File: src/rtl/sme_pkg.sv
package sme_pkg;

    // ------------------------------------------------------------
    // Widths
    // ------------------------------------------------------------
    localparam int DATA_W = 8;
    localparam int ADDR_W = 16;
    localparam int FADR_W = 7;
    localparam int LIT7_W = 7;
    localparam int OFS_W  = 6;

    // ------------------------------------------------------------
    // Reset values and pointer step
    // ------------------------------------------------------------
    localparam logic [DATA_W-1:0] ACC_RST   = 8'h00;
    localparam logic [LIT7_W-1:0] LATCH_RST = 7'h00;
    localparam logic [ADDR_W-1:0] PTR_RST   = 16'h0000;
    localparam logic [ADDR_W-1:0] PTR_ONE   = 16'h0001;

    // ------------------------------------------------------------
    // Operations
    // ------------------------------------------------------------
    typedef enum logic [2:0] {
        SME_OP_NONE   = 3'b000,
        SME_OP_LSR    = 3'b001,
        SME_OP_COPY   = 3'b010,
        SME_OP_IND    = 3'b011,
        SME_OP_PAGE   = 3'b100,
        SME_OP_LIT    = 3'b101
    } sme_op_t;

    typedef enum logic [2:0] {
        SME_IM_PREINC  = 3'b000,
        SME_IM_PREDEC  = 3'b001,
        SME_IM_POSTINC = 3'b010,
        SME_IM_POSTDEC = 3'b011,
        SME_IM_REL     = 3'b100
    } sme_imode_t;

    typedef struct packed {
        sme_op_t             op;
        logic                dest_f;
        logic [FADR_W-1:0]   faddr;
        logic [DATA_W-1:0]   lit;
        sme_imode_t          imode;
        logic                psel;
        logic [OFS_W-1:0]    ofs;
    } sme_instr_t;

    typedef struct packed {
        logic                c;
        logic                z;
    } sme_flags_t;

endpackage

File: src/rtl/sme_exec.sv
`timescale 1ns/10ps
module sme_exec
    import sme_pkg::*;
(
    input  wire logic              core_clk_i,   // Instruction clock
    input  wire logic              nrst_i,       // Sync reset, low
    input  wire logic              exec_i,       // Execute this cycle
    input  wire sme_instr_t        instr_i,      // Decoded instruction
    input  wire logic [DATA_W-1:0] frd_data_i,   // File read data
    input  wire logic [DATA_W-1:0] mrd_data_i,   // Indirect read data
    output logic      [FADR_W-1:0] frd_addr_o,   // File read address
    output logic      [ADDR_W-1:0] mrd_addr_o,   // Indirect address
    output logic                   mrd_en_o,     // Indirect read now
    output logic                   fwr_en_o,     // File write pulse
    output logic      [FADR_W-1:0] fwr_addr_o,   // File write address
    output logic      [DATA_W-1:0] fwr_data_o,   // File write data
    output logic      [DATA_W-1:0] acc_o,        // Accumulator
    output sme_flags_t             flags_o,      // Carry and zero
    output logic      [LIT7_W-1:0] latch_o,      // PC upper latch
    output logic      [ADDR_W-1:0] ptr0_o,       // Pointer 0
    output logic      [ADDR_W-1:0] ptr1_o        // Pointer 1
);

    // ------------------------------------------------------------
    // State
    // ------------------------------------------------------------
    logic [DATA_W-1:0] acc_q;
    logic [LIT7_W-1:0] latch_q;
    sme_flags_t        flags_q;
    logic [ADDR_W-1:0] ptr_q [2];
    logic              fwr_en_q;
    logic [FADR_W-1:0] fwr_addr_q;
    logic [DATA_W-1:0] fwr_data_q;

    logic [DATA_W-1:0] shf_res;
    logic              shf_c;
    logic [ADDR_W-1:0] ind_addr;
    logic [ADDR_W-1:0] ptr_nxt;
    logic [ADDR_W-1:0] ptr_sel;
    logic              do_lsr;
    logic              do_copy;
    logic              do_ind;
    logic              do_page;
    logic              do_lit;

    assign do_lsr  = exec_i && (instr_i.op == SME_OP_LSR);
    assign do_copy = exec_i && (instr_i.op == SME_OP_COPY);
    assign do_ind  = exec_i && (instr_i.op == SME_OP_IND);
    assign do_page = exec_i && (instr_i.op == SME_OP_PAGE);
    assign do_lit  = exec_i && (instr_i.op == SME_OP_LIT);

    // ------------------------------------------------------------
    // Datapath helpers
    // ------------------------------------------------------------
    sme_shifter u_shf (
        .opnd_i (frd_data_i),
        .res_o  (shf_res),
        .cout_o (shf_c)
    );

    assign ptr_sel = ptr_q[instr_i.psel];

    sme_addr_gen u_agen (
        .ptr_i  (ptr_sel),
        .mode_i (instr_i.imode),
        .ofs_i  (instr_i.ofs),
        .addr_o (ind_addr),
        .ptr_o  (ptr_nxt)
    );

    assign frd_addr_o = instr_i.faddr;
    assign mrd_addr_o = ind_addr;
    assign mrd_en_o   = do_ind;

    // ------------------------------------------------------------
    // Accumulator
    // ------------------------------------------------------------
    always_ff @(posedge core_clk_i) begin
        if (!nrst_i) begin
            acc_q <= ACC_RST;
        end else if (do_lsr && !instr_i.dest_f) begin
            acc_q <= shf_res;
        end else if (do_copy && !instr_i.dest_f) begin
            acc_q <= frd_data_i;
        end else if (do_ind) begin
            acc_q <= mrd_data_i;
        end else if (do_lit) begin
            acc_q <= instr_i.lit;
        end
    end

    // ------------------------------------------------------------
    // File write-back
    // ------------------------------------------------------------
    always_ff @(posedge core_clk_i) begin
        if (!nrst_i) begin
            fwr_en_q   <= 1'b0;
            fwr_addr_q <= '0;
            fwr_data_q <= '0;
        end else begin
            fwr_en_q   <= (do_lsr || do_copy) && instr_i.dest_f;
            fwr_addr_q <= instr_i.faddr;
            fwr_data_q <= do_lsr ? shf_res : frd_data_i;
        end
    end

    // ------------------------------------------------------------
    // Flags
    // ------------------------------------------------------------
    always_ff @(posedge core_clk_i) begin
        if (!nrst_i) begin
            flags_q <= '0;
        end else if (do_lsr) begin
            flags_q.c <= shf_c;
            flags_q.z <= (shf_res == '0);
        end else if (do_copy) begin
            flags_q.z <= (frd_data_i == '0);
        end else if (do_ind) begin
            flags_q.z <= (mrd_data_i == '0);
        end
    end

    // ------------------------------------------------------------
    // Page latch
    // ------------------------------------------------------------
    always_ff @(posedge core_clk_i) begin
        if (!nrst_i) begin
            latch_q <= LATCH_RST;
        end else if (do_page) begin
            latch_q <= instr_i.lit[LIT7_W-1:0];
        end
    end

    // ------------------------------------------------------------
    // Pointers
    // ------------------------------------------------------------
    for (genvar i = 0; i < 2; i++) begin : g_ptr
        always_ff @(posedge core_clk_i) begin
            if (!nrst_i) begin
                ptr_q[i] <= PTR_RST;
            end else if (do_ind && (instr_i.psel == 1'(i))) begin
                ptr_q[i] <= ptr_nxt;
            end
        end
    end

    assign acc_o      = acc_q;
    assign flags_o    = flags_q;
    assign latch_o    = latch_q;
    assign ptr0_o     = ptr_q[0];
    assign ptr1_o     = ptr_q[1];
    assign fwr_en_o   = fwr_en_q;
    assign fwr_addr_o = fwr_addr_q;
    assign fwr_data_o = fwr_data_q;

    // ------------------------------------------------------------
    // Checks
    // ------------------------------------------------------------
    property p_lsr_acc;
        @(posedge core_clk_i) disable iff (!nrst_i)
        do_lsr && !instr_i.dest_f |=>
            acc_q == {1'b0, $past(frd_data_i[7:1])}
            && flags_q.c == $past(frd_data_i[0]);
    endproperty
    a_lsr_acc: assert property (p_lsr_acc)
        else $error("shift result or carry wrong");

    property p_lsr_file;
        @(posedge core_clk_i) disable iff (!nrst_i)
        do_lsr && instr_i.dest_f |=> fwr_en_q
            && fwr_data_q == {1'b0, $past(frd_data_i[7:1])}
            && $stable(acc_q);
    endproperty
    a_lsr_file: assert property (p_lsr_file)
        else $error("shift to file wrong");

    property p_copy;
        @(posedge core_clk_i) disable iff (!nrst_i)
        do_copy |=> (fwr_en_q == $past(instr_i.dest_f))
            && ($past(instr_i.dest_f) || acc_q == $past(frd_data_i));
    endproperty
    a_copy: assert property (p_copy)
        else $error("copy destination wrong");

    property p_copy_z;
        @(posedge core_clk_i) disable iff (!nrst_i)
        do_copy |=> flags_q.z == ($past(frd_data_i) == 8'h00);
    endproperty
    a_copy_z: assert property (p_copy_z)
        else $error("copy zero flag wrong");

    property p_ind;
        @(posedge core_clk_i) disable iff (!nrst_i)
        do_ind |=> acc_q == $past(mrd_data_i)
            && flags_q.z == ($past(mrd_data_i) == 8'h00);
    endproperty
    a_ind: assert property (p_ind)
        else $error("indirect load wrong");

    property p_rel;
        @(posedge core_clk_i) disable iff (!nrst_i)
        do_ind && instr_i.imode == SME_IM_REL |->
            mrd_addr_o == ptr_sel
                + {{10{instr_i.ofs[5]}}, instr_i.ofs}
            ##1 $stable(ptr0_o) && $stable(ptr1_o);
    endproperty
    a_rel: assert property (p_rel)
        else $error("relative address wrong");

    property p_preinc;
        @(posedge core_clk_i) disable iff (!nrst_i)
        do_ind && instr_i.imode == SME_IM_PREINC |->
            mrd_addr_o == ptr_sel + 16'h0001;
    endproperty
    a_preinc: assert property (p_preinc)
        else $error("pre-increment address wrong");

    property p_postdec;
        @(posedge core_clk_i) disable iff (!nrst_i)
        do_ind && instr_i.imode == SME_IM_POSTDEC && !instr_i.psel |->
            mrd_addr_o == ptr0_o
            ##1 ptr0_o == $past(ptr0_o) - 16'h0001;
    endproperty
    a_postdec: assert property (p_postdec)
        else $error("post-decrement wrong");

    property p_page;
        @(posedge core_clk_i) disable iff (!nrst_i)
        do_page |=> latch_q == $past(instr_i.lit[6:0])
            && $stable(flags_q);
    endproperty
    a_page: assert property (p_page)
        else $error("page latch load wrong");

    property p_lit;
        @(posedge core_clk_i) disable iff (!nrst_i)
        do_lit |=> acc_q == $past(instr_i.lit) && $stable(flags_q);
    endproperty
    a_lit: assert property (p_lit)
        else $error("literal load wrong");

    property p_lsr_z;
        @(posedge core_clk_i) disable iff (!nrst_i)
        do_lsr |=> flags_q.z == ($past(frd_data_i[7:1]) == 7'h00);
    endproperty
    a_lsr_z: assert property (p_lsr_z)
        else $error("shift zero flag wrong");

    property p_copy_file;
        @(posedge core_clk_i) disable iff (!nrst_i)
        do_copy && instr_i.dest_f |=> fwr_data_q == $past(frd_data_i)
            && fwr_addr_q == $past(instr_i.faddr) && $stable(acc_q);
    endproperty
    a_copy_file: assert property (p_copy_file)
        else $error("copy to file wrong");

    property p_predec;
        @(posedge core_clk_i) disable iff (!nrst_i)
        do_ind && instr_i.imode == SME_IM_PREDEC |->
            mrd_addr_o == ptr_sel - 16'h0001;
    endproperty
    a_predec: assert property (p_predec)
        else $error("pre-decrement address wrong");

    // Started at the top of the range this shows the wrap to zero
    property p_postinc;
        @(posedge core_clk_i) disable iff (!nrst_i)
        do_ind && instr_i.imode == SME_IM_POSTINC && !instr_i.psel |->
            mrd_addr_o == ptr0_o
            ##1 ptr0_o == $past(ptr0_o) + 16'h0001;
    endproperty
    a_postinc: assert property (p_postinc)
        else $error("post-increment wrong");

    property p_ptr_other;
        @(posedge core_clk_i) disable iff (!nrst_i)
        do_ind && !instr_i.psel |=> $stable(ptr1_o);
    endproperty
    a_ptr_other: assert property (p_ptr_other)
        else $error("unselected pointer moved");

    c_lsr_file: cover property (@(posedge core_clk_i)
        do_lsr && instr_i.dest_f);
    c_copy_zero: cover property (@(posedge core_clk_i)
        do_copy && instr_i.dest_f && frd_data_i == 8'h00);
    c_wrap: cover property (@(posedge core_clk_i)
        do_ind && instr_i.imode == SME_IM_POSTINC && ptr_sel == 16'hFFFF);
    c_ptr1: cover property (@(posedge core_clk_i)
        do_ind && instr_i.psel);

endmodule

File: src/rtl/sme_shifter.sv
`timescale 1ns/10ps
module sme_shifter
    import sme_pkg::*;
(
    input  wire logic [DATA_W-1:0] opnd_i,   // Operand byte
    output logic      [DATA_W-1:0] res_o,    // Shifted byte
    output logic                   cout_o    // Bit shifted out
);
    assign res_o  = {1'b0, opnd_i[DATA_W-1:1]};
    assign cout_o = opnd_i[0];
endmodule

File: src/rtl/sme_addr_gen.sv
`timescale 1ns/10ps
module sme_addr_gen
    import sme_pkg::*;
(
    input  wire logic [ADDR_W-1:0] ptr_i,    // Current pointer value
    input  wire sme_imode_t        mode_i,   // Addressing form
    input  wire logic [OFS_W-1:0]  ofs_i,    // Signed offset
    output logic      [ADDR_W-1:0] addr_o,   // Effective address
    output logic      [ADDR_W-1:0] ptr_o     // Pointer after access
);
    logic [ADDR_W-1:0] ofs_ext;
    logic [ADDR_W-1:0] ptr_inc;
    logic [ADDR_W-1:0] ptr_dec;

    assign ofs_ext = {{(ADDR_W-OFS_W){ofs_i[OFS_W-1]}}, ofs_i};
    assign ptr_inc = ptr_i + PTR_ONE;
    assign ptr_dec = ptr_i - PTR_ONE;

    always_comb begin
        addr_o = ptr_i;
        ptr_o  = ptr_i;
        unique case (mode_i)
            SME_IM_PREINC: begin
                addr_o = ptr_inc;
                ptr_o  = ptr_inc;
            end
            SME_IM_PREDEC: begin
                addr_o = ptr_dec;
                ptr_o  = ptr_dec;
            end
            SME_IM_POSTINC: begin
                ptr_o  = ptr_inc;
            end
            SME_IM_POSTDEC: begin
                ptr_o  = ptr_dec;
            end
            SME_IM_REL: begin
                addr_o = ptr_i + ofs_ext;
            end
            default: begin
                addr_o = ptr_i;
                ptr_o  = ptr_i;
            end
        endcase
    end
endmodule

File: config.mk
export PLATFORM = sky130hd
export DESIGN_NAME = sme_exec
export DESIGN_NICKNAME = d
export VERILOG_FILES = /design/src/rtl/sme_pkg.sv /design/src/rtl/sme_exec.sv /design/src/rtl/sme_shifter.sv /design/src/rtl/sme_addr_gen.sv
export SDC_FILE = /design/constraint.sdc
export NUM_CORES = 1
export LEC_CHECK = 0
export BUFFER_PORTS_ARGS = -buffer_cell sky130_fd_sc_hd__buf_2
export CAP_MARGIN = 20
export CELL_PAD_IN_SITES_DETAIL_PLACEMENT = 2
export CELL_PAD_IN_SITES_GLOBAL_PLACEMENT = 2
export CORE_UTILIZATION = 28
export DETAILED_ROUTE_END_ITERATION = 8
export GPL_TIMING_DRIVEN = 1
export MAX_ROUTING_LAYER = met4
export PLACE_DENSITY_LB_ADDON = 0.1
export SKIP_LAST_GASP = 1
export SYNTH_ARGS = -nofsm -noshare
export SYNTH_HDL_FRONTEND = slang
export SYNTH_SLANG_ARGS = --single-unit
File: constraint.sdc
create_clock -name core_clk_i -period 3.1 [get_ports core_clk_i]
set_input_delay 0.31 -clock core_clk_i [delete_from_list [all_inputs] [get_ports core_clk_i]]
set_output_delay 0.31 -clock core_clk_i [all_outputs]
set_load 0.02 [all_outputs]
==> results_dict.tcl <==
set metrics [dict create \
    synth_cell_types 69 \
    drtPass1Iterations 4 \
    yosysMostFrequentCell "nor2_1" \
    drc 0 \
    p_sw_w 0.0009473 \
    fillers 1981 \
    root_buffer "clkbuf_16" \
    cp_common_cell "buf_4" \
    drive_above_1_share_pct 41.79 \
    setup_tns_ns -0.5054 \
    r2r-start "ptr_q[1][1]" \
    crit_chain "mux2i_4 -> inv_2 -> buf_4 -> ha_2 -> inv_1 -> a211oi_1 -> buf_4 -> buf_4 -> a311oi_1 -> a41oi_1 -> a21oi_2 -> a211o_1 -> buf_6" \
    netlist_instances 613 \
    ys_top_cells_by_area "edfxtp_1 (19%), dfxtp_1 (13%), mux2i_1 (8.0%)" \
    ant_nets 0 \
    avgSynthCellArea_um2 8.322 \
    cts_sinks 65 \
    first_iter_violations 283 \
    grt_pass1_wl_um 35740 \
    p_seq_share_pct 30.3 \
    die-area_um2 18760 \
    synth_nets 679 \
    yosysTopAreaCell "edfxtp_1" \
    finalHoldViolCount 0 \
    initial_utilization_pct 29.09 \
    grt.overflow.total 0 \
    maxCapViolCount 0 \
    yosysWarnings 0 \
    violations "negative setup slack" \
    worstSkewPairLatency_ns 0.32 \
    end_kind "primary output" \
    hp-class "in -> reg" \
    antenna_found_initial 0 \
    timing.hold.ws_ns 0.2043 \
    io_pins 137 \
    p_comb_share_pct 30.7 \
    placed_area_um2 6681 \
    clockBufferDepth 2 \
    async_flop_share_pct 0 \
    dr_total_vias 5822 \
    worst_slack_ns -0.1863 \
    portBuffers 136 \
    setup_viol 5 \
    antenna_cells 0 \
    maxSlewViolCount 0 \
    crit_fanout 7 \
    tightest_slew_ns 0.8305 \
    nets 920 \
    crit_family "compound AO/OA/AOI/OAI gates" \
    grt_max_degree 34 \
    crit_path_max_incr_delay_ns 0.43 \
    critPathBufInv 6 \
    rsz0062_at_grt "yes" \
    p_sw_share_pct 29.87 \
    critPathKind "reg -> out" \
    clock.fmax_mhz 304.3 \
    syn_area_um2 5101 \
    status "finished with violations" \
    reg2reg_slack_ns 0.08 \
    ctsHoldBuffers 0 \
    wl_um 23410 \
    critPathLaunchType "flop" \
    intPower_w 0.002224 \
    fin_util_pct 43.73 \
    seq_area_frac_synth_pct 31.79 \
    p_total_w 0.003171 \
    finalCriticalPeriod_ns 3.286 \
    post-route-period-util_pct 106.0 \
    hold_path.startpoint "instr_i[18]" \
    fp.dieH_um 137.0 \
    gp_congestion 0.8268 \
    ys.flop_type "dfxtp_1" \
    holdPathStages 2 \
    r2r-end "ptr_q[1][14]" \
    synth_edf_count 32 \
    row_count 48 \
    die_w_um 137.0 \
    min_to "fwr_addr_o[0]" \
    area_growth_pct 50.33 \
    synth-seq-cells 65 \
    synth_common_cells "nor2_1 (55), nand2_1 (54), o21ai_0 (42)" \
    globalRouteTotalUtil_pct 25.88 \
    clkTransAtPathRegs_ns 0.06 \
    core-area_um2 17540 \
    vias_per_cell 5.371 \
    ir_drop_mv 0.2787 \
    hpwlAfterDp_um 17870 \
    leakage_nw 3.324 \
    fin_worst_skew_ns 0.003711 \
    r2r_cells 11 \
    cts_made_buffers 9 \
    cts_tree "yes" \
    cp_data_arrival_time_ns 2.98 \
    grt_pass1_vias 6291 \
    crit_required_ns 2.79 \
    crit_slowest_cell "edfxtp_1" \
    max_slew_margin_pct 44.21 \
    h-tree-depth 3 \
    final_area_um2 7669 \
    synth_top_area_share_pct 18.84 \
    p_clk_share_pct 39.0 \
    wl_per_cell_um 21.59 \
    power_density_nw_per_um2 413.5 \
]
[area by class of cell]
type	instances	area [um2]	area share, %
clock inverter	7	142.6	1.860
sequential	65	1622	21.15
inverter	23	86.33	1.126
timing repair buffer	269	1739	22.68
multi-input combinational	486	3572	46.58
tap	225	281.5	3.671
clock buffer	9	225.2	2.937
[sequential cells by signal, indices dropped and copies added, names as in the netlist]
register / count
flags_o: 2
fwr_en_o: 1
latch_o: 7
fwr_addr_o: 7
ptr_q: 32
fwr_data_o: 8
acc_o: 8
[through the flow]
step                      setup slack [ns]  std cells
after global placement             -0.1382       1034
after CTS                         -0.02514       1079
final                              -0.1863       1084
after floorplan                    0.01735        613
after global routing               -0.2372       1084
after detailed placement           -0.2868       1034
[cell families after synthesis]
logic type      after synthesis  share of synthesized area, %
compound gates              157                         20.09
buf+inv                      62                         5.519
xor+xnor                     30                         5.151
mux                          47                         9.369
fa+ha+maj                    18                         4.562
simple gates                234                         23.52
flops                        65                         31.79
[power by group through the flow]
stage                     Combinational, W  Clock, W  Sequential, W
final                             0.000972   0.00124       0.000962
after detailed placement          0.000852         0       0.000983
after floorplan                   0.000433         0        0.00103
after global placement            0.000817         0       0.000982
after global routing               0.00104   0.00130       0.000965
after CTS                         0.000930   0.00126       0.000961
[layout by cell type (no fill, tap or decap), types with 6 or more instances in the layout]
cell,netlist,layout
a21oi_1,40,34
nand3_1,20,20
a21boi_0,9,9
nor3_1,18,17
a22oi_1,6,6
o21ai_0,42,30
inv_2,3,8
nor2_1,55,55
nand2_1,54,53
ha_4,0,10
edfxtp_1,32,32
buf_2,6,129
nor2b_1,9,9
xnor2_1,23,23
buf_4,7,131
and2_1,13,13
mux2i_1,41,33
buf_6,2,8
clkbuf_16,0,9
o211ai_1,6,6
nand4_1,11,11
ha_1,17,6
dfxtp_1,33,33
nor4_1,6,6
xor2_1,7,7
o21ai_1,0,11
nand2b_1,10,9
inv_1,19,14
[worst register-to-register path, stage by stage, from the launching register on]
cell	delay, ns
edfxtp_1	0.46
mux2i_4	0.25
ha_4	0.19
or4b_4	0.51
a21oi_4	0.21
nand2_2	0.11
buf_4	0.15
buf_4	0.12
buf_4	0.12
o31ai_1	0.32
xnor2_1	0.23
nor2_1	0.08
[layer usage]
| layer | vias up | GRT usage (%) | share of wire [%] |
|---|---|---|---|
| met5 | - | - | 0 |
| met4 | 0 | 8.059 | 2.2 |
| met3 | 33 | 2.926 | 3.7 |
| met2 | 147 | 46.52 | 52 |
| met1 | 2912 | 29.89 | 42 |
| li1 | 2730 | - | - |
[worst max path at each step]
stage | cells after the start | startpoint | slack, ns | to
after floorplan | 10 | instr_i[6] | 0.02 | mrd_addr_o[10]
after global placement | 11 | instr_i[6] | -0.14 | mrd_addr_o[15]
after detailed placement | 10 | instr_i[6] | -0.29 | mrd_addr_o[14]
after CTS | 12 | ptr_q[1][2] | -0.03 | mrd_addr_o[13]
after global routing | 13 | ptr_q[1][1] | -0.24 | mrd_addr_o[10]
final | 13 | ptr_q[1][1] | -0.19 | mrd_addr_o[10]
[what timing repair did]
item	in CTS	in global routing
hold endpoints to repair	0	0
setup endpoints to repair	11	13
buffers inserted	29	7
pin swaps	17	24
gates resized for setup	43	41
Note: power is estimated with default switching activity, not from simulation.
